<file path="src/fcd_pkg.sv">
// Constants, register map and encodings for the flash register bank and timebase divider
package fcd_pkg;

  // Register indices; byte address is four times the index
  localparam logic [4:0] IDX_CLKDIV = 5'h00;
  localparam logic [4:0] IDX_SEC = 5'h01;
  localparam logic [4:0] IDX_CCOBIX = 5'h02;
  localparam logic [4:0] IDX_RSV0 = 5'h03;
  localparam logic [4:0] IDX_CNFG = 5'h04;
  localparam logic [4:0] IDX_ERCNFG = 5'h05;
  localparam logic [4:0] IDX_STAT = 5'h06;
  localparam logic [4:0] IDX_ERSTAT = 5'h07;
  localparam logic [4:0] IDX_PROT_RSV = 5'h08;
  localparam logic [4:0] IDX_DPROT = 5'h09;
  localparam logic [4:0] IDX_CCOBHI = 5'h0a;
  localparam logic [4:0] IDX_CCOBLO = 5'h0b;
  localparam logic [4:0] IDX_OPT = 5'h10;
  localparam logic [4:0] IDX_LAST = 5'h13;

  // Divider register fields
  localparam int DIV_LOADED_BIT = 7;
  localparam int DIV_LOCK_BIT = 6;
  localparam int DIV_VALUE_MSB = 5;

  // Command status and error fields
  localparam int STAT_COMMAND_COMPLETE_FLAG_BIT = 7;
  localparam int STAT_ACCERR_BIT = 5;
  localparam int STAT_FPVIOL_BIT = 4;
  localparam int STAT_MGBUSY_BIT = 3;
  localparam int ERR_DFD_BIT = 1;
  localparam int ERR_SFD_BIT = 0;
  localparam int CNFG_IGNSF_BIT = 4;

  // Writable masks of configuration registers, and the security byte loaded on a fault
  localparam logic [7:0] CNFG_WMASK = 8'h93;
  localparam logic [7:0] ERCNFG_WMASK = 8'h03;
  localparam logic [7:0] CCOBIX_WMASK = 8'h07;
  localparam logic [7:0] SEC_FAULT_VALUE = 8'hff;

  // Reset values
  localparam logic [7:0] REG_RESET = 8'h00;
  localparam logic [15:0] CCOB_RESET = 16'h0000;
  localparam logic [5:0] DIV_RESET = 6'h00;

  // Global resource map
  localparam logic [17:0] MAP_DFLASH_LO = 18'h04400;
  localparam logic [17:0] MAP_DFLASH_HI = 18'h053ff;
  localparam logic [17:0] MAP_SCRATCH_LO = 18'h05800;
  localparam logic [17:0] MAP_SCRATCH_HI = 18'h05aff;
  localparam logic [17:0] MAP_RES_LO = 18'h04000;
  localparam logic [17:0] MAP_RES_HI = 18'h07fff;

  // Length of the controller reset sequence in bus cycles
  localparam int RESET_SEQ_CYCLES = 16;

  // Reset sequence states, Gray coded along boot, load, run
  typedef enum logic [1:0] {
    FCD_BOOT = 2'b00,
    FCD_LOAD = 2'b01,
    FCD_RUN = 2'b11
  } fcd_seq_t;

endpackage

</file>
<file path="src/fcd_regs.sv">
// Flash controller register bank with lockable timebase divider and resource map decode
`timescale 1ns/1ps
module fcd_regs import fcd_pkg::*; #(
  parameter int ADR_W = 8,
  parameter int SEQ_CYCLES = RESET_SEQ_CYCLES,
  parameter int DIV_W = 6
) (
  input wire logic clk,
  input wire logic rst,
  input wire logic wb_cyc_i,
  input wire logic wb_stb_i,
  input wire logic wb_we_i,
  input wire logic [ADR_W-1:0] wb_adr_i,
  input wire logic [3:0] wb_sel_i,
  input wire logic [31:0] wb_dat_i,
  output logic [31:0] wb_dat_o,
  output logic wb_ack_o,
  input wire logic cmd_active,
  input wire logic [7:0] sec_byte,
  input wire logic sec_fault,
  input wire logic [7:0] prot_byte,
  input wire logic [7:0] opt_byte,
  input wire logic [2:0] mgr_status,
  input wire logic acc_err_set,
  input wire logic prot_viol_set,
  input wire logic dbl_fault_set,
  input wire logic sgl_fault_set,
  input wire logic [17:0] global_addr,
  output logic command_complete_flag,
  output logic timebase_tick,
  output logic divider_loaded_flag,
  output logic [7:0] cnfg_out,
  output logic [7:0] ercnfg_out,
  output logic dflash_sel,
  output logic scratch_sel,
  output logic reserved_sel
);

  localparam logic [5:0] SEQ_LAST = 6'(SEQ_CYCLES - 1);

  fcd_seq_t seq_q;
  logic [5:0] seq_cnt_q;
  logic ack_q;
  logic [31:0] rdata_q;
  logic loaded_q;
  logic lock_q;
  logic [DIV_W-1:0] div_q;
  logic [DIV_W-1:0] tb_cnt_q;
  logic tick_q;
  logic command_complete_flag_q;
  logic [7:0] sec_q;
  logic [7:0] prot_q;
  logic [7:0] opt_q;
  logic [7:0] ccobix_q;
  logic [7:0] cnfg_q;
  logic [7:0] ercnfg_q;
  logic accerr_q;
  logic fpviol_q;
  logic dfd_q;
  logic sfd_q;
  logic [15:0] ccob_q [8];
  logic dflash_q;
  logic scratch_q;
  logic reserved_q;

  logic req;
  logic [4:0] idx;
  logic mapped;
  logic wr_commit;
  logic wr_lane;
  logic [7:0] wbyte;
  logic [7:0] stat_view;
  logic [7:0] rd_byte;

  // Request decode; registers use the low byte lane of each word
  assign req = wb_cyc_i & wb_stb_i;
  assign idx = wb_adr_i[6:2];
  assign mapped = (wb_adr_i[ADR_W-1:7] == '0) && (wb_adr_i[1:0] == 2'b00)
                  && (idx <= IDX_LAST);
  assign wr_lane = wb_sel_i[0];
  assign wbyte = wb_dat_i[7:0];
  // Writes land on the edge where the master samples ack, never earlier
  assign wr_commit = req & ack_q & wb_we_i & wr_lane & mapped;

  // Controller reset sequence: boot, then load nonvolatile bytes, then run
  always_ff @(posedge clk) begin
    if (rst) begin
      seq_q <= FCD_BOOT;
      seq_cnt_q <= 6'h00;
    end else begin
      case (seq_q)
        FCD_BOOT: begin
          if (seq_cnt_q == SEQ_LAST) begin
            seq_q <= FCD_LOAD;
          end else begin
            seq_cnt_q <= seq_cnt_q + 6'h01;
          end
        end
        FCD_LOAD: seq_q <= FCD_RUN;
        FCD_RUN: seq_q <= FCD_RUN;
        default: seq_q <= FCD_BOOT;
      endcase
    end
  end

  // Nonvolatile images are caught by a clocked load after reset release
  always_ff @(posedge clk) begin
    if (rst) begin
      sec_q <= REG_RESET;
      prot_q <= REG_RESET;
      opt_q <= REG_RESET;
    end else if (seq_q == FCD_LOAD) begin
      sec_q <= sec_fault ? SEC_FAULT_VALUE : sec_byte; // Fault leaves part secured
      prot_q <= prot_byte;
      opt_q <= opt_byte;
    end
  end

  // Command complete is low during the reset sequence and any active command
  always_ff @(posedge clk) begin
    if (rst) begin
      command_complete_flag_q <= 1'b0;
    end else begin
      command_complete_flag_q <= (seq_q == FCD_RUN) & ~cmd_active;
    end
  end

  // Divider register; no command-state gate so it is writable in reset sequence
  always_ff @(posedge clk) begin
    if (rst) begin
      loaded_q <= 1'b0;
      lock_q <= 1'b0;
      div_q <= DIV_RESET;
    end else if (wr_commit && idx == IDX_CLKDIV) begin
      loaded_q <= 1'b1; // Any write marks the divider loaded
      lock_q <= lock_q | wbyte[DIV_LOCK_BIT]; // Write-once-high
      if (!lock_q) begin
        div_q <= wbyte[DIV_VALUE_MSB:0];
      end // Locked: value kept, flags still update
    end
  end

  // Timebase: one tick every divide value plus one bus clocks once loaded
  always_ff @(posedge clk) begin
    if (rst) begin
      tb_cnt_q <= '0;
      tick_q <= 1'b0;
    end else if (!loaded_q) begin
      tb_cnt_q <= '0;
      tick_q <= 1'b0;
    end else if (tb_cnt_q >= div_q) begin
      tb_cnt_q <= '0;
      tick_q <= 1'b1;
    end else begin
      tb_cnt_q <= tb_cnt_q + 1'b1;
      tick_q <= 1'b0;
    end
  end

  // Plain configuration registers; unimplemented bits stay zero
  always_ff @(posedge clk) begin
    if (rst) begin
      ccobix_q <= REG_RESET;
      cnfg_q <= REG_RESET;
      ercnfg_q <= REG_RESET;
    end else if (wr_commit) begin
      case (idx)
        IDX_CCOBIX: ccobix_q <= wbyte & CCOBIX_WMASK;
        IDX_CNFG: cnfg_q <= wbyte & CNFG_WMASK;
        IDX_ERCNFG: ercnfg_q <= wbyte & ERCNFG_WMASK;
        default: ccobix_q <= ccobix_q;
      endcase
    end
  end

  // Command object words, selected by the index register
  always_ff @(posedge clk) begin
    if (rst) begin
      for (int i = 0; i < 8; i++) begin
        ccob_q[i] <= CCOB_RESET;
      end
    end else if (wr_commit && idx == IDX_CCOBHI) begin
      ccob_q[ccobix_q[2:0]][15:8] <= wbyte;
    end else if (wr_commit && idx == IDX_CCOBLO) begin
      ccob_q[ccobix_q[2:0]][7:0] <= wbyte;
    end
  end

  // Sticky error flags, write one to clear; a new event wins over the clear
  always_ff @(posedge clk) begin
    if (rst) begin
      accerr_q <= 1'b0;
      fpviol_q <= 1'b0;
      dfd_q <= 1'b0;
      sfd_q <= 1'b0;
    end else begin
      accerr_q <= acc_err_set | (accerr_q & ~(wr_commit && idx == IDX_STAT
                  && wbyte[STAT_ACCERR_BIT]));
      fpviol_q <= prot_viol_set | (fpviol_q & ~(wr_commit && idx == IDX_STAT
                  && wbyte[STAT_FPVIOL_BIT]));
      dfd_q <= dbl_fault_set | (dfd_q & ~(wr_commit && idx == IDX_ERSTAT
               && wbyte[ERR_DFD_BIT]));
      // Single faults go unreported while the ignore bit is set
      sfd_q <= (sgl_fault_set & ~cnfg_q[CNFG_IGNSF_BIT]) | (sfd_q & ~(wr_commit
               && idx == IDX_ERSTAT && wbyte[ERR_SFD_BIT]));
    end
  end

  // Status view assembled from the flag and manager inputs
  assign stat_view = {command_complete_flag_q, 1'b0, accerr_q, fpviol_q, mgr_status[2], 1'b0,
                      mgr_status[1:0]};

  // Read multiplexer; reserved and unmapped locations read zero
  always_comb begin
    rd_byte = 8'h00;
    if (mapped) begin
      case (idx)
        IDX_CLKDIV: rd_byte = {loaded_q, lock_q, div_q};
        IDX_SEC: rd_byte = sec_q;
        IDX_CCOBIX: rd_byte = ccobix_q;
        IDX_CNFG: rd_byte = cnfg_q;
        IDX_ERCNFG: rd_byte = ercnfg_q;
        IDX_STAT: rd_byte = stat_view;
        IDX_ERSTAT: rd_byte = {6'h00, dfd_q, sfd_q};
        IDX_DPROT: rd_byte = prot_q;
        IDX_CCOBHI: rd_byte = ccob_q[ccobix_q[2:0]][15:8];
        IDX_CCOBLO: rd_byte = ccob_q[ccobix_q[2:0]][7:0];
        IDX_OPT: rd_byte = opt_q;
        default: rd_byte = 8'h00;
      endcase
    end
  end

  // Bus answer: ack one cycle after the request, dropped the cycle after
  always_ff @(posedge clk) begin
    if (rst) begin
      ack_q <= 1'b0;
      rdata_q <= 32'h00000000;
    end else begin
      ack_q <= req & ~ack_q;
      if (req && !ack_q) begin
        rdata_q <= {24'h000000, rd_byte};
      end
    end
  end

  // Global resource decode, registered for timing
  always_ff @(posedge clk) begin
    if (rst) begin
      dflash_q <= 1'b0;
      scratch_q <= 1'b0;
      reserved_q <= 1'b0;
    end else begin
      dflash_q <= (global_addr >= MAP_DFLASH_LO) && (global_addr <= MAP_DFLASH_HI);
      scratch_q <= (global_addr >= MAP_SCRATCH_LO) && (global_addr <= MAP_SCRATCH_HI);
      reserved_q <= (global_addr >= MAP_RES_LO) && (global_addr <= MAP_RES_HI)
                    && !((global_addr >= MAP_DFLASH_LO) && (global_addr <= MAP_DFLASH_HI))
                    && !((global_addr >= MAP_SCRATCH_LO) && (global_addr <= MAP_SCRATCH_HI));
    end
  end

  assign wb_ack_o = ack_q;
  assign wb_dat_o = rdata_q;
  assign command_complete_flag = command_complete_flag_q;
  assign timebase_tick = tick_q;
  assign divider_loaded_flag = loaded_q;
  assign cnfg_out = cnfg_q;
  assign ercnfg_out = ercnfg_q;
  assign dflash_sel = dflash_q;
  assign scratch_sel = scratch_q;
  assign reserved_sel = reserved_q;

endmodule

</file>
<file path="config.mk">
export PLATFORM = sky130hd
export DESIGN_NAME = fcd_regs
export DESIGN_NICKNAME = d
export VERILOG_FILES = /design/src/fcd_pkg.sv /design/src/fcd_regs.sv
export SDC_FILE = /design/constraint.sdc
export NUM_CORES = 1
export LEC_CHECK = 0
export BUFFER_PORTS_ARGS = -buffer_cell sky130_fd_sc_hd__buf_4
export CAP_MARGIN = 20
export CORE_MARGIN = 10
export CORE_UTILIZATION = 30
export CTS_BUF_LIST = sky130_fd_sc_hd__clkbuf_4 sky130_fd_sc_hd__clkbuf_8
export DETAILED_ROUTE_END_ITERATION = 8
export HOLD_SLACK_MARGIN = 0.03
export MAX_ROUTING_LAYER = met4
export PLACE_DENSITY = 0.56
export SYNTH_ARGS = -nofsm -noshare
export SYNTH_HDL_FRONTEND = slang
export SYNTH_SLANG_ARGS = --single-unit
</file>
<file path="constraint.sdc">
create_clock -name clk -period 1.95 [get_ports clk]
set_input_delay 0.195 -clock clk [delete_from_list [all_inputs] [get_ports clk]]
set_output_delay 0.195 -clock clk [all_outputs]
set_load 0.02 [all_outputs]
</file>
## Word-level counts from Yosys, hierarchy flattened

Memory sizes are Yosys's and may differ from the RTL's. A register that Yosys moved wholly into a read port is not among the register bits.
Cells that the tools add are included.

| storage, ports and cells | value |
|---|---|
| memories kept | 1 |
| logic and storage cells | 128 |
| input bits | 100 |
| memory bits (writable) | 128 |
| output and inout bits | 55 |
| register bits after elaboration | 73 |

| cells by class | value |
|---|---|
| multiplexer cells | 20 |
| bitwise gates (word level) | 28 |
| reductions and logical operators | 32 |
| eq/ne operators | 14 |
| $lt $le $gt $ge | 8 |
| add/sub/neg operators | 2 |

Memory list:

| name | depth | bits a word | read ports | clocked after memory_dff | write ports | line | text |
|---|---|---|---|---|---|---|---|
| ccob_q | 8 | 16 | 1 | 1 | 8 | fcd_regs.sv:61 | `logic [15:0] ccob_q [8];` |

Operators by type and width:

| kind | count |
|---|---|
| 8-bit one-hot mux with 11 select lines | 1 |
| 18-bit by 15-bit greater-or-equal comparator with 1-bit output, second input constant | 3 |
| 18-bit by 15-bit less-or-equal comparator with 1-bit output, second input constant | 3 |
| 5-bit by 3-bit == test with 1-bit output, second input constant | 4 |
| 1-bit logical AND | 17 |
| 16-bit 2-to-1 mux | 1 |
| 8-bit 2-to-1 mux | 2 |
| 16-bit OR reduction | 1 |
| 5-bit by 4-bit == test with 1-bit output, second input constant | 3 |
| 6-bit by 1-bit adder with 6-bit output, second input constant | 2 |
| 1-bit AND | 12 |
| 1-bit NOT | 11 |
| 1-bit 2-to-1 mux | 10 |
| 2-bit AND reduction | 5 |
| 3-bit 2-to-1 mux | 3 |
| 6-bit by 4-bit == test with 1-bit output, second input constant | 1 |
| 6-bit greater-or-equal comparator | 1 |
| 5-bit by 1-bit == test with 1-bit output, second input constant | 1 |
| 5-bit by 2-bit == test with 1-bit output, second input constant | 1 |
| 5-bit == test, second input constant | 1 |
| 5-bit less-or-equal comparator, second input constant | 1 |
| 5-bit zero test | 1 |
| 1-bit bitwise OR | 5 |
| 2-bit zero test | 2 |
| 8 further kinds | 12 |

## Logic depth before layout (Yosys ltp)

Gate-level depths: netlist of the first run.

| logic depth | value |
|---|---|
| depth after elaboration | 12 |
| gate-level depth with buffers | 8 |

## Worst setup path before layout of the first run

No wires, ideal clock.

| timing | value |
|---|---|
| kind | input -> register |
| from | in wb_adr_i[6] |
| to | mem ccob_q[0][10] (enable) |
| path slack | -0.069 ns |
| path buffers | 2 |
| cell stages on the path | 7 |
| data required time | 1.621 ns |
| arrival time | 1.690 ns |
| setup time | 0.329 ns |
| cell sequence | buf_2 -> or3b_1 -> or2_0 -> clkbuf_1 -> nor3_1 -> nand2_1 -> nand2_1 |

RTL lines:

| item | line | text |
|---|---|---|
| start, declared | fcd_regs.sv:13 | `input wire logic [ADR_W-1:0] wb_adr_i,` |
| end, declared | fcd_regs.sv:61 |  |

==> results of run 1 <==
[layout by cell type (no fill, tap or decap), types with 3 or more instances in the layout]
| master | count |
|---|---|
| nand2_1 | 93 |
| mux2i_1 | 50 |
| clkbuf_8 | 39 |
| a21oi_1 | 32 |
| a221oi_1 | 7 |
| mux4_2 | 20 |
| xor2_1 | 6 |
| clkinv_1 | 3 |
| nand2b_1 | 4 |
| mux2_2 | 7 |
| a31oi_1 | 5 |
| nand3_1 | 14 |
| xnor2_1 | 3 |
| and4_1 | 5 |
| nand4_1 | 5 |
| and3_1 | 14 |
| o21ai_0 | 3 |
| a22oi_1 | 15 |
| inv_1 | 13 |
| nor3_1 | 26 |
| ha_1 | 8 |
| clkinv_2 | 3 |
| nor4b_1 | 3 |
| nor2_1 | 187 |
| a211oi_1 | 5 |
| conb_1 | 34 |
| nor2b_1 | 7 |
| dfxtp_1 | 74 |
| clkbuf_4 | 20 |
| buf_12 | 22 |
| and3b_1 | 3 |
| a21o_1 | 10 |
| buf_4 | 143 |
| dlygate4sd3_1 | 44 |
| edfxtp_1 | 128 |
[layer usage]
layer	share of wire, %	wire length [µm]	track usage (%)	vias up
met1	44	12900	19.0	3560
li1	-	-	-	3481
met5	0	0	-	-
met3	6.1	1790	3.04	35
met4	2.4	695	5.07	0
met2	47	13700	23.1	230
[cell usage after synthesis (all sizes together) (17+ instances only)]
master	n	area (µm²)
a21oi	32	160
clkbuf	40	150
edfxtp	128	3840
nand2	93	349
a22oi	17	128
mux2i	50	500
mux4	20	450
nor3	28	145
nor2	189	717
dfxtp	76	1520
buf	54	363
[flip-flops by register name, indices dropped and copies added (netlist names), 2 cells and up, named ones only]
register / flops
tb_cnt_q: 6
prot_q: 8
ccob_q: 128
seq_q: 2
ccobix_q: 3
sec_q: 8
ercnfg_out: 2
div_q: 6
cnfg_out: 4
seq_cnt_q: 6
opt_q: 8
wb_dat_o: 8
[power groups by stage]
stage | Combinational, mW | Clock (mW) | Sequential (mW)
floorplan | 0.309 | 0 | 4.79
global placement | 0.577 | 0 | 4.80
detailed placement | 0.582 | 0 | 4.80
CTS | 0.644 | 4.03 | 4.71
global route | 0.693 | 4.27 | 4.72
finish | 0.653 | 3.95 | 4.71
[worst max-delay path by stage]
stage               slack [ns]                          end         from  depth (start not counted)
finish                    0.08     wb_dat_o[6]$_SDFFE_PP0P_     register                          5
global route             0.007     wb_dat_o[7]$_SDFFE_PP0P_     register                          6
CTS                       0.02     wb_dat_o[6]$_SDFFE_PP0P_     register                          5
detailed placement       -0.03   ccob_q[4][9]$_SDFFCE_PN0P_  wb_adr_i[6]                          7
global placement         -0.03  ccob_q[6][10]$_SDFFCE_PN0P_  wb_adr_i[6]                          7
floorplan                 0.01  ccob_q[0][10]$_SDFFCE_PN0P_  wb_adr_i[6]                          7
[final cells by class]
type / count / share of cell area (%)
Multi-Input combinational cell: 610 / 30.5
Timing Repair Buffer: 211 / 16.0
Clock buffer: 59 / 5.53
Sequential cell: 204 / 43.2
Inverter: 13 / 0.393
Tap cell: 402 / 4.05
Clock inverter: 7 / 0.282
[worst register-to-register path: stages, from the launching register on]
cell	delay (ns)
dfxtp_4	0.40
buf_6	0.17
mux4_2	0.57
mux2_2	0.30
a221oi_2	0.23
nor3_1	0.07
[timing repair]
| action | 4_1_cts | 5_1_grt |
|---|---|---|
| setup buffers | 0 | 3 |
| gates resized for setup | 0 | 7 |
| setup endpoints to repair | 0 | 7 |
| hold buffers | 45 | 0 |
| endpoints found under the hold margin | 37 | 0 |
[logic make-up after synthesis]
kind of cell,count (synthesis)
and+or+nand+nor,387
DFF,204
buffers and inverters,107
AOI/OAI and AO/OA,95
muxes,77
xor gates and xnor gates,9
adders and majority gates,8
other,1
[stage by stage]
stage,hold WS (ns),std cells,TNS (ns)
global placement,0.406,1392,-0.604
floorplan,0.312,921,0
CTS,0.0337,1503,0
finish,0.0377,1506,0
detailed placement,0.422,1392,-1.43
global route,0.0319,1506,0
==> impl_metrics.env, run 1 <==
export IMPL_status="completed"
export IMPL_grt_ovfl_total=0
export IMPL_start_kind="register"
export IMPL_synth_xor_area_share_pct=0.826
export IMPL_worst_setup_path_type="reg2reg"
export IMPL_grt_pass1_wl_um=43500
export IMPL_fin_crit_sh_pct=95.7
export IMPL_max_stage_delay_ns=0.57
export IMPL_path_clk_slew_ns=0.06
export IMPL_maxSlewViolCount=0
export IMPL_synth_top_family_by_area="simple AND/OR/NAND/NOR gates"
export IMPL_cp_required_ns=2.35
export IMPL_multi_input_area_mm2=0.00378
export IMPL_synth_adder_area_share_pct=1.05
export IMPL_fin_nets=1185
export IMPL_synth_compound_area_share_pct=6.94
export IMPL_cap_violations=0
export IMPL_final_util_pct=39.5
export IMPL_p_total_mw=9.32
export IMPL_cts_sink_count=204
export IMPL_die_area_mm2=0.0393
export IMPL_avgViaCountPerCell=4.85
export IMPL_final_setup_viol_count=0
export IMPL_p_int_mw=7.20
export IMPL_layout_setup_ws_ns=0.0829
export IMPL_grt_pass1_vias=7453
export IMPL_yosysWarnings=0
export IMPL_finalCriticalPeriod_ns=1.87
export IMPL_pwr_share_comb_pct=7.0
export IMPL_rsz0062_at_grt="no"
export IMPL_place_ws_ns=-0.0325
export IMPL_p_per_area_mw_per_mm2=750
export IMPL_cts_tree="built"
export IMPL_ys_seq_area_share_pct=56.2
export IMPL_rows=65
export IMPL_synth_edf_count=128
export IMPL_clk_path_buf_depth=3
export IMPL_fin_skew_ns=0.0253
export IMPL_crit_fanout=6
export IMPL_start_util_pct=30.3
export IMPL_whs_path_depth=3
export IMPL_ant_nets=0
export IMPL_diodes=0
export IMPL_die_w_um=198
export IMPL_wl_per_cell_um=19.3
export IMPL_ir_drop_v=0.000462
export IMPL_cp_num_buf_inv=1
export IMPL_syn_to_final_growth_pct=30.2
export IMPL_hp_class="in2reg"
export IMPL_crit_slowest_cell="mux4_2"
export IMPL_grt_usage_pct=14.9
export IMPL_antenna_found_initial=0
export IMPL_dr_pass1_iters=5
export IMPL_syn_area_mm2=0.00954
export IMPL_max_freq_mhz=536
export IMPL_tightest_slew_ns=0.760
export IMPL_end_kind="register"
export IMPL_syn_mean_instance_area_um2=10.7
export IMPL_synthArstFlopShare_pct=0
export IMPL_power_switching_mw=2.11
export IMPL_rr_worst_depth=5
export IMPL_slew_headroom_pct=49.0
export IMPL_worstHoldStart="global_addr[9]"
export IMPL_nFillCells=3033
export IMPL_p_leak_nw=4.57
export IMPL_die_h_um=198
export IMPL_drive_above_1_share_pct=24.8
export IMPL_fin_area_mm2=0.0124
export IMPL_initialDrtViolationCount=472
export IMPL_yosys_area_share_simple_pct=18.2
export IMPL_core_area_mm2=0.0315
export IMPL_ys_ff_latch=204
export IMPL_placed_area_mm2=0.0112
export IMPL_drc=0
export IMPL_wirelength_um=29100
export IMPL_cts_root_buffer="clkbuf_8"
export IMPL_crit_chain="buf_6 > mux4_2 > mux2_2 > a221oi_2 > nor3_1"
export IMPL_pwr_share_seq_pct=50.6
export IMPL_seqCellArea_mm2=0.00537
export IMPL_r2r_slack_ns=0.08
export IMPL_gp_congestion=0.883
export IMPL_yosysUniqueCellTypes=60
export IMPL_clock_power_share_pct=42.4
export IMPL_hold_end="scratch_sel$_SDFF_PP0_"
export IMPL_critPathTopFamily="multiplexers"
export IMPL_hold_viol=0
export IMPL_switching_share_pct=22.7
export IMPL_synthCells=888
export IMPL_cts_inserted_buffers=37
export IMPL_muxShareOfSynthArea_pct=10.8
export IMPL_hpwl_um=20500
export IMPL_grt_max_degree=33
export IMPL_ioPinCount=155
export IMPL_htreeDepth=2
export IMPL_critPathArrivalTime_ns=2.26
export IMPL_port_buffers=85
export IMPL_insertion_delay_ns=0.54
export IMPL_ys_flop_type="edfxtp_1"
export IMPL_via_count=7306
export IMPL_r2r_end="wb_dat_o[6]$_SDFFE_PP0P_"
Note: power is estimated with default switching activity, not from simulation.
==> run 2: changes to the inputs <==
--- a/config.mk
+++ b/config.mk
@@ -8,12 +8,12 @@
 export BUFFER_PORTS_ARGS = -buffer_cell sky130_fd_sc_hd__buf_4
 export CAP_MARGIN = 20
 export CORE_MARGIN = 10
-export CORE_UTILIZATION = 30
+export CORE_UTILIZATION = 53
 export CTS_BUF_LIST = sky130_fd_sc_hd__clkbuf_4 sky130_fd_sc_hd__clkbuf_8
 export DETAILED_ROUTE_END_ITERATION = 8
 export HOLD_SLACK_MARGIN = 0.03
 export MAX_ROUTING_LAYER = met4
-export PLACE_DENSITY = 0.56
+export PLACE_DENSITY = 0.86
 export SYNTH_ARGS = -nofsm -noshare
 export SYNTH_HDL_FRONTEND = slang
 export SYNTH_SLANG_ARGS = --single-unit
==> impl_metrics.env, run 2 (synthesized netlist as in run 1, its figures left out) <==
export IMPL_largest_reg_flops=128
export IMPL_place_ws_ns=-0.0621
export IMPL_wirelength_um=29800
export IMPL_drc=0
export IMPL_end_kind="register"
export IMPL_maxSlewViolCount=0
export IMPL_critPathArrivalTime_ns=2.30
export IMPL_multi_input_area_mm2=0.00380
export IMPL_seqCellArea_mm2=0.00537
export IMPL_p_leak_nw=4.58
export IMPL_p_per_area_mw_per_mm2=772
export IMPL_htreeDepth=2
export IMPL_grt_max_degree=41
export IMPL_p_total_mw=9.45
export IMPL_rr_worst_depth=7
export IMPL_hpwl_um=19100
export IMPL_cts_tree="built"
export IMPL_fin_crit_sh_pct=97.6
export IMPL_grt_usage_pct=24.5
export IMPL_port_buffers=85
export IMPL_path_clk_slew_ns=0.06
export IMPL_final_cells=1331
export IMPL_syn_to_final_growth_pct=28.3
export IMPL_crit_fanout=7
export IMPL_fin_skew_ns=0.0146
export IMPL_drive_above_1_share_pct=24.7
export IMPL_grt_pass1_vias=8159
export IMPL_start_kind="register"
export IMPL_avgViaCountPerCell=6.07
export IMPL_finalCriticalPeriod_ns=1.90
export IMPL_r2r_end="wb_dat_o[1]$_SDFFE_PP0P_"
export IMPL_ir_drop_v=0.000541
export IMPL_dp_cells=1219
export IMPL_cts_sink_count=204
export IMPL_grt_pass1_wl_um=45200
export IMPL_insertion_delay_ns=0.52
export IMPL_core_area_mm2=0.0178
export IMPL_final_common_cell="nor2_1"
export IMPL_worst_setup_path_type="reg2reg"
export IMPL_hp_class="in2reg"
export IMPL_largest_register="ccob_q"
export IMPL_nFillCells=1126
export IMPL_cap_violations=0
export IMPL_layout_common_cells="nor2_1 (186), buf_4 (148), edfxtp_1 (128), nand2_1 (93), dfxtp_1 (74)"
export IMPL_r2r_slack_ns=0.05
export IMPL_tightest_slew_ns=0.756
export IMPL_layout_setup_ws_ns=0.0476
export IMPL_fin_nets=1185
export IMPL_final_setup_viol_count=0
export IMPL_gp_congestion=0.932
export IMPL_initialDrtViolationCount=1262
export IMPL_endpoint="wb_dat_o[1]$_SDFFE_PP0P_"
export IMPL_ioPinCount=155
export IMPL_die_w_um=154
export IMPL_antenna_found_initial=1
export IMPL_status="completed"
export IMPL_ant_nets=0
export IMPL_via_count=8079
export IMPL_clk_path_buf_depth=3
export IMPL_die_area_mm2=0.0238
export IMPL_final_util_pct=68.6
export IMPL_cts_root_buffer="clkbuf_8"
export IMPL_die_h_um=154
export IMPL_cts_inserted_buffers=35
export IMPL_grt_ovfl_total=0
export IMPL_wl_per_cell_um=22.4
export IMPL_slew_headroom_pct=49.3
export IMPL_cp_required_ns=2.35
export IMPL_start_util_pct=53.5
export IMPL_rows=49
export IMPL_dr_pass1_iters=6
export IMPL_timing_hold_ws_ns=0.0429
export IMPL_hold_viol=0
export IMPL_max_freq_mhz=526
[run 2: worst max-delay path, cell delays in order (launching register included)]
cell and delay [ns]:
dfxtp_4 0.40, buf_12 0.14, mux4_2 0.54, mux2i_1 0.21, nor2_1 0.09, a211oi_2 0.18
buf_4 0.16, a211oi_2 0.06
[run 2: metal layers]
| layer | routed length [µm] | share of wire (%) | global-route usage [%] | vias up |
|---|---|---|---|---|
| li1 | - | - | - | 3490 |
| met5 | 0 | 0 | - | - |
| met2 | 14100 | 47 | 38.5 | 624 |
| met1 | 10600 | 36 | 29.2 | 3810 |
| met3 | 3700 | 12 | 5.80 | 155 |
| met4 | 1410 | 4.7 | 12.0 | 0 |
[run 2: power breakdown]
group | switching, mW | internal (mW) | total [mW]
logic | 0.376 | 0.289 | 0.665
registers | 0.0385 | 4.68 | 4.72
clock network | 1.69 | 2.38 | 4.07
total | 2.10 | 7.35 | 9.45
[run 2: worst min-delay path by stage]
stage | startpoint | cells after the start | slack (ns) | endpoint
2_1_floorplan | acc_err_set | 2 | 0.31 | accerr_q$_SDFF_PP0_
3_3_place_gp | acc_err_set | 3 | 0.40 | accerr_q$_SDFF_PP0_
3_5_place_dp | acc_err_set | 3 | 0.41 | accerr_q$_SDFF_PP0_
4_1_cts | sec_fault | 3 | 0.04 | sec_q[2]$_SDFFE_PP0P_
5_1_grt | wb_dat_i[6] | 3 | 0.03 | lock_q$_SDFFE_PP0P_
6_report | wb_dat_i[6] | 3 | 0.04 | lock_q$_SDFFE_PP0P_
[run 2: layout make-up]
type,instances,area share (%)
timing repair buffer,213,16.2
clock buffer,51,5.28
sequential,204,43.9
antenna,1,0.0204
clock inverter,10,0.757
inverter,13,0.399
multi-input combinational,610,31.1
tap,229,2.34
[run 2: repair_timing]
action / CTS / global route
setup buffers: 0 / 6
gates cloned: 0 / 1
endpoints found under the setup margin: 1 / 14
gates resized for setup: 1 / 10
hold endpoints to repair: 35 / 0
pin swaps: 0 / 1
hold buffers: 44 / 0
[run 2: per-stage QoR]
stage / setup TNS [ns] / instance area, µm²
floorplan: 0 / 9670
global placement: -0.114 / 10900
detailed placement: -1.37 / 10900
CTS: 0 / 12100
global route: -0.0484 / 12200
finish: 0 / 12200
==> run 3: changes to the inputs <==
--- a/config.mk
+++ b/config.mk
@@ -8,12 +8,12 @@
 export BUFFER_PORTS_ARGS = -buffer_cell sky130_fd_sc_hd__buf_4
 export CAP_MARGIN = 20
 export CORE_MARGIN = 10
-export CORE_UTILIZATION = 53
+export CORE_UTILIZATION = 60
 export CTS_BUF_LIST = sky130_fd_sc_hd__clkbuf_4 sky130_fd_sc_hd__clkbuf_8
 export DETAILED_ROUTE_END_ITERATION = 8
 export HOLD_SLACK_MARGIN = 0.03
 export MAX_ROUTING_LAYER = met4
-export PLACE_DENSITY = 0.86
+export PLACE_DENSITY = 0.91
 export SYNTH_ARGS = -nofsm -noshare
 export SYNTH_HDL_FRONTEND = slang
 export SYNTH_SLANG_ARGS = --single-unit
==> constraint.sdc (replaced) <==
create_clock -name clk -period 2.36 [get_ports clk]
set_input_delay 0.236 -clock clk [delete_from_list [all_inputs] [get_ports clk]]
set_output_delay 0.236 -clock clk [all_outputs]
set_load 0.02 [all_outputs]
==> impl_metrics.env, run 3 (synthesized netlist as in run 1, its figures left out) <==
export IMPL_insertion_delay_ns=0.58
export IMPL_placed_area_mm2=0.0103
export IMPL_dr_pass1_iters=9
export IMPL_largest_reg_flops=128
export IMPL_hp_class="in2reg"
export IMPL_htreeDepth=1
export IMPL_cts_root_buffer="clkbuf_8"
export IMPL_finalSetupTns_ns=0
export IMPL_die_h_um=146
export IMPL_drc=0
export IMPL_max_freq_mhz=449
export IMPL_cp_required_ns=2.59
export IMPL_slew_headroom_pct=46.9
export IMPL_wirelength_um=28900
export IMPL_grt_ovfl_total=0
export IMPL_whs_path_depth=3
export IMPL_rr_worst_depth=6
export IMPL_hold_end="div_q[2]$_SDFFE_PP0P_"
export IMPL_initialDrtViolationCount=1450
export IMPL_via_count=8003
export IMPL_gp_congestion=0.951
export IMPL_start_kind="input pin"
export IMPL_start_util_pct=60.7
export IMPL_status="completed"
export IMPL_rsz0062_at_grt="no"
export IMPL_cts_setup_buffers=0
export IMPL_p_total_mw=7.45
export IMPL_r2r_slack_ns=0.29
export IMPL_critPathArrivalTime_ns=2.46
export IMPL_worst_setup_path_type="in2reg"
export IMPL_finalCriticalPeriod_ns=2.23
export IMPL_timing_hold_ws_ns=0.0494
export IMPL_cts_tree="built"
export IMPL_final_setup_viol_count=0
export IMPL_ir_drop_v=0.000498
export IMPL_syn_to_final_growth_pct=20.1
export IMPL_worstHoldStart="wb_dat_i[2]"
export IMPL_clk_path_buf_depth=3
export IMPL_grt_pass1_wl_um=44600
export IMPL_die_w_um=146
export IMPL_cap_violations=0
export IMPL_die_area_mm2=0.0213
export IMPL_p_per_area_mw_per_mm2=650
export IMPL_ioPinCount=155
export IMPL_path_clk_slew_ns=0.06
export IMPL_rows=46
export IMPL_cts_inserted_buffers=31
export IMPL_p_leak_nw=4.17
export IMPL_maxSlewViolCount=0
export IMPL_grt_pass1_vias=8046
export IMPL_wl_per_cell_um=22.9
export IMPL_r2r_end="wb_dat_o[7]$_SDFFE_PP0P_"
export IMPL_layout_common_cells="nor2_1 (188), edfxtp_1 (128), buf_4 (109), nand2_1 (93), dfxtp_1 (75)"
export IMPL_core_area_mm2=0.0157
export IMPL_fin_skew_ns=0.0143
export IMPL_final_common_cell="nor2_1"
export IMPL_end_kind="register"
export IMPL_drive_above_1_share_pct=19.7
export IMPL_hpwl_um=17700
export IMPL_fin_area_mm2=0.0115
export IMPL_port_buffers=85
export IMPL_fin_nets=1127
export IMPL_crit_fanout=12
export IMPL_fin_crit_sh_pct=94.4
export IMPL_hold_viol=0
export IMPL_ant_nets=0
export IMPL_largest_register="ccob_q"
export IMPL_tightest_slew_ns=0.790
export IMPL_grt_usage_pct=26.8
export IMPL_grt_max_degree=61
export IMPL_antenna_found_initial=1
export IMPL_avgViaCountPerCell=6.35
export IMPL_cts_sink_count=204
-- run 3: cell count changes in the layout (fill, tap and decap cells not counted), moves of 2 or more --
cell           change
buf_4             -39
buf_12            -18
clkinv_2          +10
clkbuf_8           -8
dlygate4sd3_1      +4
clkbuf_4           -3
clkinv_1           -3
a211oi_1           +2
a211oi_2           -2
nor2_1             +2
nor2_2             -2
-- run 3: metal layers --
| layer | up-vias | GRT usage, % | share of wire, % |
|---|---|---|---|
| met3 | 221 | 6.67 | 12 |
| met5 | - | - | 0 |
| li1 | 3361 | - | - |
| met2 | 702 | 43.0 | 48 |
| met4 | 0 | 14.6 | 7.3 |
| met1 | 3719 | 30.6 | 33 |
-- run 3: report_power, final --
group	internal, mW	switching, mW	total, mW
registers	3.87	0.0319	3.90
clock network	1.66	1.42	3.08
logic	0.185	0.284	0.470
total	5.71	1.74	7.45
-- run 3: timing repair --
item                       4_1_cts  5_1_grt
hold endpoints to repair        44        0
setup endpoints to repair        0        2
gates resized for setup          0        2
hold buffers                    47        0
-- run 3: worst max path at each step --
| stage | from | end | slack [ns] | cells past startpoint |
|---|---|---|---|---|
| 5_1_grt | global_addr[17] | reserved_sel$_SDFF_PP0_ | 0.06 | 7 |
| 4_1_cts | seq_q[1]$_SDFFE_PP0N_ | sec_q[7]$_SDFFE_PP0P_ | 0.31 | 4 |
| 3_5_place_dp | wb_adr_i[2] | ccob_q[3][11]$_SDFFCE_PN0P_ | 0.18 | 5 |
| 2_1_floorplan | wb_adr_i[6] | ccob_q[0][10]$_SDFFCE_PN0P_ | 0.30 | 7 |
| 3_3_place_gp | wb_adr_i[2] | ccob_q[4][13]$_SDFFCE_PN0P_ | 0.22 | 7 |
| 6_report | wb_adr_i[1] | ccob_q[2][1]$_SDFFCE_PN0P_ | 0.13 | 7 |
-- run 3: stage by stage --
stage,util [%],instances,setup slack [ns]
after floorplan,-,921,0.300
after global placement,65.7,1155,0.217
after detailed placement,65.7,1155,0.180
after CTS,72.8,1260,0.314
after global routing,72.9,1261,0.0586
final,72.9,1261,0.131
-- run 3: cell type report --
class	instances	area (µm²)
Sequential cell	204	5370
Tap cell	216	270
Fill cell	892	4260
Multi-Input combinational cell	610	3760
Antenna cell	1	2.50
Inverter	13	48.8
Timing Repair Buffer	159	1350
Clock buffer	40	513
Clock inverter	18	143
-- run 3: critical path: stages --
cell and delay, ns:
buf_4 0.11, nor3_1 0.65, nand2_1 0.34, nor4b_2 0.39, buf_4 0.29, nand2_1 0.08
nand2_1 0.35
